**config.mk**
```make
export PLATFORM = sky130hd
export DESIGN_NAME = pscr_regs
export DESIGN_NICKNAME = d
export VERILOG_FILES = /design/src/core/pscr_pkg.sv /design/src/core/pscr_if.sv /design/src/core/pscr_regs.sv /design/src/core/pscr_sync_path.sv
export SDC_FILE = /design/constraint.sdc
export NUM_CORES = 1
export LEC_CHECK = 0
export BUFFER_PORTS_ARGS = -buffer_cell sky130_fd_sc_hd__buf_4
export CAP_MARGIN = 0
export CORE_MARGIN = 10
export CORE_UTILIZATION = 60
export CTS_BUF_LIST = sky130_fd_sc_hd__clkbuf_4 sky130_fd_sc_hd__clkbuf_8
export DETAILED_ROUTE_END_ITERATION = 12
export PLACE_DENSITY = 0.78
export SLEW_MARGIN = 20
export SYNTH_ARGS = -nofsm -noshare
export SYNTH_HDL_FRONTEND = slang
export SYNTH_SLANG_ARGS = --single-unit
```
**constraint.sdc**
```tcl
create_clock -name sys_clk -period 1.9 [get_ports sys_clk]
set_clock_uncertainty 0.1 [all_clocks]
set_input_delay 0.475 -clock sys_clk [delete_from_list [all_inputs] [get_ports sys_clk]]
set_output_delay 0.475 -clock sys_clk [all_outputs]
set_load 0.05 [all_outputs]
```
**src/core/pscr_pkg.sv**
```systemverilog
// Package: register layout and field positions of the sync/clock control bank
package pscr_pkg;
  localparam int PSCR_NREG = 7;
  localparam int PSCR_TOTAL_BITS = 42;
  // Register widths, in shift order
  localparam int W_DIV_A = 8;
  localparam int W_DIV_B = 4;
  localparam int W_CENFREQ = 2;
  localparam int W_DELAY = 8;
  localparam int W_PUMP = 6;
  localparam int W_OEPOL = 8;
  localparam int W_TESTPOW = 6;
  // Bit positions inside the 42-bit shadow word (MSB shifted first)
  localparam int P_DIV_A = 34;
  localparam int P_DIV_B = 30;
  localparam int P_CENFREQ = 28;
  localparam int P_DELAY = 20;
  localparam int P_PUMP = 14;
  localparam int P_OEPOL = 6;
  localparam int P_TESTPOW = 0;
  // sync_delay_setting fields
  localparam int F_COARSE_LSB = 6;
  localparam int F_FINE_LSB = 0;
  localparam int W_FINE = 6;
  // pump_setting fields
  localparam int F_PUMP_LSB = 4;
  localparam int F_SYNC_POL = 3;
  localparam int F_DELAYED_HSYNC_OUT_POL = 2;
  localparam int F_PD_POL = 1;
  localparam int F_TAPDLY = 0;
  // output_enable_polarity fields (one enable per logic output)
  localparam int F_OE_TAP = 7;
  localparam int F_OE_LOCK = 6;
  localparam int F_OE_DELAYED_HSYNC_OUT = 5;
  localparam int F_OE_HALF = 4;
  localparam int F_OE_HALF_N = 3;
  localparam int F_OE_FULL = 2;
  localparam int F_OE_FULL_N = 1;
  // Hold-mode bit takes the spare slot; 42 bits leave no room elsewhere
  localparam int F_HOLD = 0;
  // test_power_control fields
  localparam int F_SCAN = 5;
  localparam int F_CHIP_EN = 4;
  localparam int F_BYPASS = 3;
  localparam int F_WIDTH_LSB = 0;
  localparam int F_SRC = 2;
  // Divisor limits
  localparam int DIV_FIELD_MIN = 9;
  localparam int DIV_FIELD_MAX = 4111;
  localparam int DIV_OP_MIN = 256;
  localparam int DIV_OP_MAX = 4096;
  localparam int DIV_OFFSET = 9;
  // Delay figures in clocks
  localparam logic [2:0] COARSE_BASE = 3'h2;
  localparam logic [2:0] TAP_DLY_OFF = 3'h4;
  localparam logic [2:0] TAP_DLY_ON = 3'h5;
  localparam logic [31:0] RESET_WORD = 32'h0000_0000;
endpackage

```
**src/core/pscr_if.sv**
```systemverilog
// Interface: decoded control fields from the bank to the delay/output path
`timescale 1ns/1ps
interface pscr_if;
  logic [2:0] coarse_clks;
  logic [6:0] fine_32nds;
  logic sync_pol;
  logic delayed_hsync_out_pol;
  logic tap_delay_sel;
  logic [1:0] tap_width_code;
  logic hold_mode;
  logic src_sel;
  logic chip_en;
  modport bank(output coarse_clks, fine_32nds, sync_pol, delayed_hsync_out_pol,
    tap_delay_sel, tap_width_code, hold_mode, src_sel, chip_en);
  modport path(input coarse_clks, fine_32nds, sync_pol, delayed_hsync_out_pol,
    tap_delay_sel, tap_width_code, hold_mode, src_sel, chip_en);
endinterface

```
**src/core/pscr_regs.sv**
```systemverilog
// Top: serially loaded control bank with readback and output gating
`timescale 1ns/1ps
import pscr_pkg::*;
// Summary of operation
// - Divisor field accepts 9..4104; usable operating range is 256..4096.
// - Post-divider field divides oscillator output by 1, 2, 4 or 8.
// - Coarse delay code 00..11 gives 2..5 clocks of sync delay.
// - Fine delay code 0..63 adds (code+1)/32 of a clock.
// - Two-bit pump code selects about 100, 200, 400 or 800 uA.
// - Polarity bits for sync, delayed sync, detector: 1 positive, 0 negative.
// - Readback enable shifts register contents out on the readback line.
// - Chip enable bit switches the whole synthesizer on or off.
// - Cleared bypass bit routes the counter test path to the full-rate clocks instead of oscillator.
// - Each logic-level output has its own enable bit.
// - Tap routed to delayed sync is delayed 4 clocks, or 5 when set.
// - Tap pulse width code 00..11 gives 1, 2, 4 or 8 clocks.
// - During coast, hold bit off fixes output by polarity; on passes signal.
// - Source bit on selects delayed sync, off selects counter tap.
// - Readback returns exactly the seven registers' written values.
// - Coast input is active high.
// - Differential outputs always driven; logic outputs only when enabled.
module pscr_regs (
  // Clock and reset
  input wire logic sys_clk,
  input wire logic reset,
  // Three-wire serial bus
  input wire logic serial_clk,
  input wire logic serial_in_bit,
  input wire logic load_window,
  output logic readback_line,
  output logic readback_line_oe_n,
  // Sync and test inputs
  input wire logic sync_in,
  input wire logic counter_tap_in,
  input wire logic coast,
  input wire logic lock_loss_in,
  input wire logic full_rate_clk_in,
  input wire logic half_rate_clk_in,
  // Decoded analog controls
  output logic [12:0] divisor_value,
  output logic [3:0] post_div_ratio,
  output logic [6:0] fine_delay_32nds,
  output logic [1:0] pump_current_code,
  output logic phase_detector_sense,
  output logic chip_enable_bit,
  output logic oscillator_bypass_bit,
  output logic divisor_in_range,
  // Logic-level outputs with enables, low enable drives
  output logic counter_tap_out,
  output logic counter_tap_out_oe_n,
  output logic lock_loss_out,
  output logic lock_loss_out_oe_n,
  output logic delayed_hsync_out,
  output logic delayed_hsync_out_oe_n,
  output logic half_rate_clock_out,
  output logic half_rate_clock_out_oe_n,
  output logic half_rate_clock_out_inv,
  output logic half_rate_clock_out_inv_oe_n,
  output logic full_rate_clock_out,
  output logic full_rate_clock_out_oe_n,
  output logic full_rate_clock_out_inv,
  output logic full_rate_clock_out_inv_oe_n,
  // Differential outputs, always driven
  output logic diff_full_rate_p,
  output logic diff_full_rate_n,
  output logic diff_half_rate_p,
  output logic diff_half_rate_n,
  output logic diff_delayed_hsync_out_p,
  output logic diff_delayed_hsync_out_n
);
  import pscr_pkg::*;

  ////////////////////////////////////////////////////////////////////////////
  // State
  typedef struct packed {
    logic [4:0] meta;
    logic [4:0] sync2;
    logic sclk_d;
    logic win_d;
    logic [PSCR_TOTAL_BITS-1:0] shift;
    logic [PSCR_TOTAL_BITS-1:0] regs;
    logic [PSCR_TOTAL_BITS-1:0] rb_shift;
    logic rb_bit;
    logic [6:0] meta_b;
    logic [6:0] sync_b;
  } pscr_top_t;
  pscr_top_t st_q, st_d;

  function automatic logic [12:0] div_decode(
    input logic [PSCR_TOTAL_BITS-1:0] r);
    logic [11:0] raw;
    raw = {r[P_DIV_A +: W_DIV_A], r[P_DIV_B +: W_DIV_B]};
    div_decode = {1'b0, raw} + 13'(DIV_OFFSET);
  endfunction

  ////////////////////////////////////////////////////////////////////////////
  // Synchronised pins
  logic sclk_s, sdin_s, win_s, coast_s, sync_s, tap_s;
  logic lock_s, full_s, half_s;
  assign sclk_s = st_q.sync2[0];
  assign sdin_s = st_q.sync2[1];
  assign win_s = st_q.sync2[2];
  assign coast_s = st_q.sync2[3];
  assign sync_s = st_q.sync2[4];
  assign tap_s = st_q.sync_b[0];
  assign lock_s = st_q.sync_b[1];
  // Clock pins are only sampled; real chips bypass this path
  assign full_s = st_q.sync_b[2];
  assign half_s = st_q.sync_b[3];

  logic sclk_rise;
  logic [W_DELAY-1:0] delay_r;
  logic [W_PUMP-1:0] pump_r;
  logic [W_OEPOL-1:0] oe_r;
  logic [W_TESTPOW-1:0] tp_r;
  assign delay_r = st_q.regs[P_DELAY +: W_DELAY];
  assign pump_r = st_q.regs[P_PUMP +: W_PUMP];
  assign oe_r = st_q.regs[P_OEPOL +: W_OEPOL];
  assign tp_r = st_q.regs[P_TESTPOW +: W_TESTPOW];
  assign sclk_rise = sclk_s & ~st_q.sclk_d;

  ////////////////////////////////////////////////////////////////////////////
  // Next state
  always_comb begin
    st_d = st_q;
    st_d.meta = {sync_in, coast, load_window, serial_in_bit, serial_clk};
    st_d.sync2 = st_q.meta;
    st_d.meta_b = {3'h0, half_rate_clk_in, full_rate_clk_in,
      lock_loss_in, counter_tap_in};
    st_d.sync_b = st_q.meta_b;
    st_d.sclk_d = sclk_s;
    st_d.win_d = win_s;
    if (win_s && sclk_rise) begin
      // MSB first; last 42 bits shifted win
      st_d.shift = {st_q.shift[PSCR_TOTAL_BITS-2:0], sdin_s};
    end
    if (st_q.win_d && !win_s) begin
      st_d.regs = st_q.shift;
      st_d.rb_shift = st_q.shift;
    end else if (tp_r[F_SCAN] && !win_s && sclk_rise) begin
      // Readback repeats the stored word, MSB first
      st_d.rb_bit = st_q.rb_shift[PSCR_TOTAL_BITS-1];
      st_d.rb_shift = {st_q.rb_shift[PSCR_TOTAL_BITS-2:0],
        st_q.rb_shift[PSCR_TOTAL_BITS-1]};
    end
  end
  always_ff @(posedge sys_clk) begin
    if (reset) begin
      st_q <= '0;
    end else begin
      st_q <= st_d;
    end
  end

  ////////////////////////////////////////////////////////////////////////////
  // Field decode
  pscr_if cfg_bus();
  assign cfg_bus.coarse_clks = COARSE_BASE +
    {1'b0, delay_r[F_COARSE_LSB +: 2]};
  assign cfg_bus.fine_32nds = {1'b0, delay_r[F_FINE_LSB +: W_FINE]}
    + 7'h01;
  assign cfg_bus.sync_pol = pump_r[F_SYNC_POL];
  assign cfg_bus.delayed_hsync_out_pol = pump_r[F_DELAYED_HSYNC_OUT_POL];
  assign cfg_bus.tap_delay_sel = pump_r[F_TAPDLY];
  assign cfg_bus.tap_width_code = tp_r[F_WIDTH_LSB +: 2];
  assign cfg_bus.hold_mode = oe_r[F_HOLD];
  assign cfg_bus.src_sel = tp_r[F_SRC];
  assign cfg_bus.chip_en = tp_r[F_CHIP_EN];

  logic delayed_hsync_out_level;
  pscr_sync_path #(.MAX_DLY(8)) u_path (
    .sys_clk(sys_clk),
    .reset(reset),
    .cfg(cfg_bus),
    .sync_in_s(sync_s),
    .tap_in_s(tap_s),
    .coast_s(coast_s),
    .delayed_hsync_out_level(delayed_hsync_out_level)
  );

  assign divisor_value = div_decode(st_q.regs);
  assign divisor_in_range = (divisor_value >= 13'(DIV_OP_MIN)) &&
    (divisor_value <= 13'(DIV_OP_MAX));
  // Ratio 1,2,4,8 as a power-of-two shift of one
  assign post_div_ratio = 4'h1 << st_q.regs[P_CENFREQ +: W_CENFREQ];
  assign fine_delay_32nds = cfg_bus.fine_32nds;
  assign pump_current_code = pump_r[F_PUMP_LSB +: 2];
  assign phase_detector_sense = pump_r[F_PD_POL];
  assign chip_enable_bit = tp_r[F_CHIP_EN];
  assign oscillator_bypass_bit = tp_r[F_BYPASS];

  ////////////////////////////////////////////////////////////////////////////
  // Output gating
  logic en;
  logic full_src;
  assign en = tp_r[F_CHIP_EN];
  // Bypass cleared: counter tap drives the clock path for counter test
  assign full_src = tp_r[F_BYPASS] ? full_s : tap_s;
  assign readback_line = st_q.rb_bit;
  assign readback_line_oe_n = ~tp_r[F_SCAN];
  assign counter_tap_out = tap_s & en;
  assign counter_tap_out_oe_n = ~oe_r[F_OE_TAP];
  assign lock_loss_out = lock_s & en;
  assign lock_loss_out_oe_n = ~oe_r[F_OE_LOCK];
  assign delayed_hsync_out = delayed_hsync_out_level;
  assign delayed_hsync_out_oe_n = ~oe_r[F_OE_DELAYED_HSYNC_OUT];
  assign half_rate_clock_out = half_s & en;
  assign half_rate_clock_out_oe_n = ~oe_r[F_OE_HALF];
  assign half_rate_clock_out_inv = ~half_s & en;
  assign half_rate_clock_out_inv_oe_n = ~oe_r[F_OE_HALF_N];
  assign full_rate_clock_out = full_src & en;
  assign full_rate_clock_out_oe_n = ~oe_r[F_OE_FULL];
  assign full_rate_clock_out_inv = ~full_src & en;
  assign full_rate_clock_out_inv_oe_n = ~oe_r[F_OE_FULL_N];
  // Differential pairs ignore the output enables but are gated by chip enable
  assign diff_full_rate_p = full_src & en;
  assign diff_full_rate_n = ~(full_src & en);
  assign diff_half_rate_p = half_s & en;
  assign diff_half_rate_n = ~(half_s & en);
  assign diff_delayed_hsync_out_p = delayed_hsync_out_level;
  assign diff_delayed_hsync_out_n = ~delayed_hsync_out_level;
endmodule

```
**src/core/pscr_sync_path.sv**
```systemverilog
// Delayed-sync output path: coarse delay, tap delay/width, hold, source
`timescale 1ns/1ps
module pscr_sync_path #(
  parameter int MAX_DLY = 8
) (
  // Clock and reset
  input wire logic sys_clk,
  input wire logic reset,
  // Control fields
  pscr_if.path cfg,
  // Synchronised signals
  input wire logic sync_in_s,
  input wire logic tap_in_s,
  input wire logic coast_s,
  // Result
  output logic delayed_hsync_out_level
);
  import pscr_pkg::*;
  if (MAX_DLY < 8) begin : g_bad_depth
    $error("MAX_DLY too small");
  end
  typedef struct packed {
    logic [MAX_DLY-1:0] sync_sr;
    logic [MAX_DLY-1:0] tap_sr;
    logic [3:0] width_cnt;
    logic out;
  } pscr_path_t;
  pscr_path_t st_q, st_d;
  function automatic logic [3:0] width_clks(input logic [1:0] code);
    width_clks = 4'h1 << code;
  endfunction
  logic pol_sync;
  logic sel_sync;
  logic sel_tap_edge;
  logic [2:0] tap_dly;
  always_comb begin
    st_d = st_q;
    pol_sync = cfg.sync_pol ? sync_in_s : ~sync_in_s;
    st_d.sync_sr = {st_q.sync_sr[MAX_DLY-2:0], pol_sync};
    st_d.tap_sr = {st_q.tap_sr[MAX_DLY-2:0], tap_in_s};
    // Whole-clock part only; the fraction is left to the analog delay line
    // Output flop supplies the last clock of each delay
    sel_sync = st_q.sync_sr[cfg.coarse_clks - 3'h2];
    tap_dly = cfg.tap_delay_sel ? TAP_DLY_ON : TAP_DLY_OFF;
    sel_tap_edge = st_q.tap_sr[tap_dly - 3'h2] &
      ~st_q.tap_sr[tap_dly - 3'h1];
    if (sel_tap_edge) begin
      st_d.width_cnt = width_clks(cfg.tap_width_code);
    end else if (st_q.width_cnt != 4'h0) begin
      st_d.width_cnt = st_q.width_cnt - 4'h1;
    end
    st_d.out = cfg.src_sel ? sel_sync : (st_d.width_cnt != 4'h0);
    if (coast_s && !cfg.hold_mode) begin
      // Inactive level; the pin polarity is applied after the flop
      st_d.out = 1'b0;
    end
    if (!cfg.chip_en) begin
      st_d.out = 1'b0;
    end
  end
  always_ff @(posedge sys_clk) begin
    if (reset) begin
      st_q <= '0;
    end else begin
      st_q <= st_d;
    end
  end
  assign delayed_hsync_out_level = cfg.delayed_hsync_out_pol ? st_q.out : ~st_q.out;
endmodule

```
==> results_dict.tcl <==
set metrics [dict create \
    status "complete, but fails checks" \
    violations "negative setup slack" \
    place_area_mm2 0.00696 \
    synth_edf_count 0 \
    synth_cell_types 38 \
    clk_latency_ns 0.45 \
    wire_per_inst_um 15.2 \
    comb_power_share 0.065 \
    grt_pass1_vias 4901 \
    syn_inst 704 \
    fill_cells 656 \
    syn_area_mm2 0.00609 \
    power_frac_seq 0.543 \
    p_sw_mw 1.44 \
    first_pass_iters 13 \
    synth_area_leaders "dfxtp_1, nand2_1, a21oi_1, a222oi_1, nor2b_1" \
    internal_power_mw 4.93 \
    fin_util 0.795 \
    io_buffer_count 62 \
    hp-start "load_window" \
    worstSetupStartpointType "register" \
    synth.avg_cell_area_um2 8.65 \
    peakVddDrop_uv 587 \
    ys_seq_elements 161 \
    grt_max_degree 85 \
    whs_endpoint "st_d[145]$_SDFF_PP0_" \
    cts_tree "yes" \
    fin_ws_ns -0.614 \
    num_rows 36 \
    rr_worst_depth 6 \
    synth-async-reset-ratio 0 \
    io_pins 63 \
    pre_cts_slack_ns -0.296 \
    clock_power_share 0.392 \
    via_per_inst 5.58 \
    switching_share 0.226 \
    cts_hold_buf 0 \
    final-hold-violation-count 0 \
    slew_viol_final 0 \
    drtIter0Drc 541 \
    core_area_mm2 0.00982 \
    worstReg2RegStart "u_path.st_q[1]$_SDFF_PP0_" \
    finalSetupViolCount 20 \
    synth_top_area_cell "dfxtp_1" \
    diodes 0 \
    setup.worst_path.class "reg2out" \
    p_total_mw 6.37 \
    cap_violations 0 \
    ant_nets 0 \
    arrival_ns 1.94 \
    cts.sinks 161 \
    grt_overflow_total 0 \
    min_path_type "in2reg" \
    yosysWarnings 0 \
    fp.dieArea_mm2 0.0146 \
    clockBufferDepth 2 \
    finalWirelength_um 14000 \
    fin_setup_tns_ns -5.45 \
    rsz0062_at_grt "yes" \
    relSlewSlack 0.611 \
    drc 0 \
    hpwl_um 8330 \
    clk_pin_slew_ns 0.08 \
    synthFlopType "dfxtp_1" \
    cts_root_buf "clkbuf_8" \
    num_vias 5136 \
    yosys.area.top_type_share 0.529 \
    die_height_um 121 \
    layout_min_cycle_time_ns 2.51 \
    htreeDepth 4 \
    synthTopCellsByCount "nand2_1, dfxtp_1, a21oi_1" \
    areaGrowthSynthToFinish_pct 28.3 \
    initial_utilization 0.620 \
    antenna_found_initial 0 \
    final_area_mm2 0.00781 \
    grt_pass1_wl_um 23200 \
    layout.nets 789 \
    crit_fanout 4 \
    numCtsBuffers 17 \
    p_leak_nw 2.89 \
    ys_seq_area_frac 0.529 \
    timing.reg2reg.setup_slack_ns 0.21 \
    min_delay_path_depth 2 \
    min_period_over_period 1.32 \
    fmax_mhz 398 \
    grt_usage 0.190 \
    required_ns 1.32 \
    synth.most_common_cell "nand2_1" \
    multi_input_area_mm2 0.00284 \
    r2r-end "u_path.st_q[2]$_SDFF_PP0_" \
    p_per_area_mw_per_mm2 816 \
    drive_gt1_frac 0.256 \
    worst_setup_path_end_kind "primary output" \
    seqCellArea_mm2 0.00326 \
    syn_nets 718 \
    die-width_um 121 \
    gp_congestion 0.747 \
    tightestPinTransition_ns 0.579 \
]
-- placed cells by master, fill, tap and decap left out, drive strengths merged --
cell	Yosys	routed
nor3b	2	2
ha	3	3
buf	24	108
xnor2	13	13
nor4	2	2
nand4b	2	2
clkbuf	32	23
xor2	5	5
o21ai	2	2
nor3	3	3
a21oi	92	92
inv	16	14
o211ai	1	1
dfxtp	161	161
nand3	9	9
or2	3	3
a222oi	42	42
mux4	1	1
and2	5	5
and3	3	3
clkinv	0	6
and4	1	1
clkinvlp	0	3
nand2b	5	5
nor2	53	53
nand2	179	179
nor2b	36	36
a31oi	1	1
bufinv	0	2
nand3b	1	1
o2bb2ai	1	1
or3	1	1
mux2i	5	5
-- repair_timing --
| action | CTS | global route |
|---|---|---|
| endpoints found under the setup margin | 25 | 25 |
| buffers inserted | 11 | 3 |
| hold endpoints to repair | 0 | 0 |
| cloned | 0 | 0 |
| pin swaps | 18 | 10 |
| resized for setup | 68 | 18 |
-- worst max path at each step --
| stage | depth (start not counted) | start | end | slack (ns) |
|---|---|---|---|---|
| 2_1_floorplan | 6 | st_q[88]$_SDFFE_PP0P_ | divisor_in_range | -0.89 |
| 5_1_grt | 8 | st_q[88]$_SDFFE_PP0P_ | divisor_in_range | -0.72 |
| 6_report | 8 | st_q[88]$_SDFFE_PP0P_ | divisor_in_range | -0.61 |
| 4_1_cts | 8 | st_q[88]$_SDFFE_PP0P_ | divisor_in_range | -0.61 |
| 3_3_place_gp | 7 | st_q[88]$_SDFFE_PP0P_ | divisor_in_range | -0.22 |
| 3_5_place_dp | 7 | st_q[88]$_SDFFE_PP0P_ | divisor_in_range | -0.30 |
-- per-layer routing --
| layer | global-route usage | share of wire | up-vias |
|---|---|---|---|
| met2 | 0.341 | 0.53 | 159 |
| met5 | 0 | 0 | - |
| met4 | 0.0716 | 0.015 | 0 |
| met1 | 0.217 | 0.40 | 2433 |
| met3 | 0.0409 | 0.055 | 19 |
| li1 | - | - | 2525 |
-- critical path, cell delays in order, from the launching register on --
cell and delay [ns]:
dfxtp_4 0.37, ha_4 0.17, a21oi_4 0.13, nand4b_1 0.14
buf_6 0.14, xnor2_4 0.11, nor2_1 0.05, o211ai_1 0.16
buf_4 0.23
-- flip-flops by register name, summed over array words and instances (netlist names), 2 cells and up --
| register | flops |
|---|---|
| st_d | 10 |
| delay_r | 8 |
| pump_current_code | 2 |
| u_path.st_d | 9 |
| st_q | 103 |
| u_path.st_q | 5 |
| oe_r | 7 |
| cfg_bus.tap_width_code | 2 |
-- logic make-up (layout without fill, tap and decap cells) --
group / count (synthesis) / after routing / share of synthesized area
AOI/OAI and AO/OA: 139 / 139 / 0.150
buffers and inverters: 72 / 156 / 0.0563
DFF: 161 / 161 / 0.529
and+or+nand+nor: 305 / 305 / 0.220
muxes: 6 / 6 / 0.0119
adders and majority gates: 3 / 3 / 0.00617
xor gates and xnor gates: 18 / 18 / 0.0259
-- per-stage QoR --
step           cells  hold WS, ns
2_1_floorplan    704        0.314
5_1_grt          921        0.132
4_1_cts          918        0.117
3_3_place_gp     875        0.316
3_5_place_dp     875        0.320
6_report         921        0.130
-- layout make-up --
cell class,count,area share
Sequential cell,161,0.418
Inverter,16,0.00865
Clock buffer,23,0.0389
Clock inverter,9,0.0135
Multi-Input combinational cell,471,0.364
Tap cell,133,0.0213
Timing Repair Buffer,108,0.136
-- power by group through the flow --
stage / Sequential (mW) / Clock [mW] / Combinational, mW
after floorplan: 3.53 / 0 / 0.315
after global placement: 3.54 / 0 / 0.385
after detailed placement: 3.55 / 0 / 0.400
after CTS: 3.46 / 2.54 / 0.405
after global routing: 3.46 / 2.66 / 0.473
final: 3.46 / 2.50 / 0.412
No activity file was read; power rests on OpenSTA's default activity.
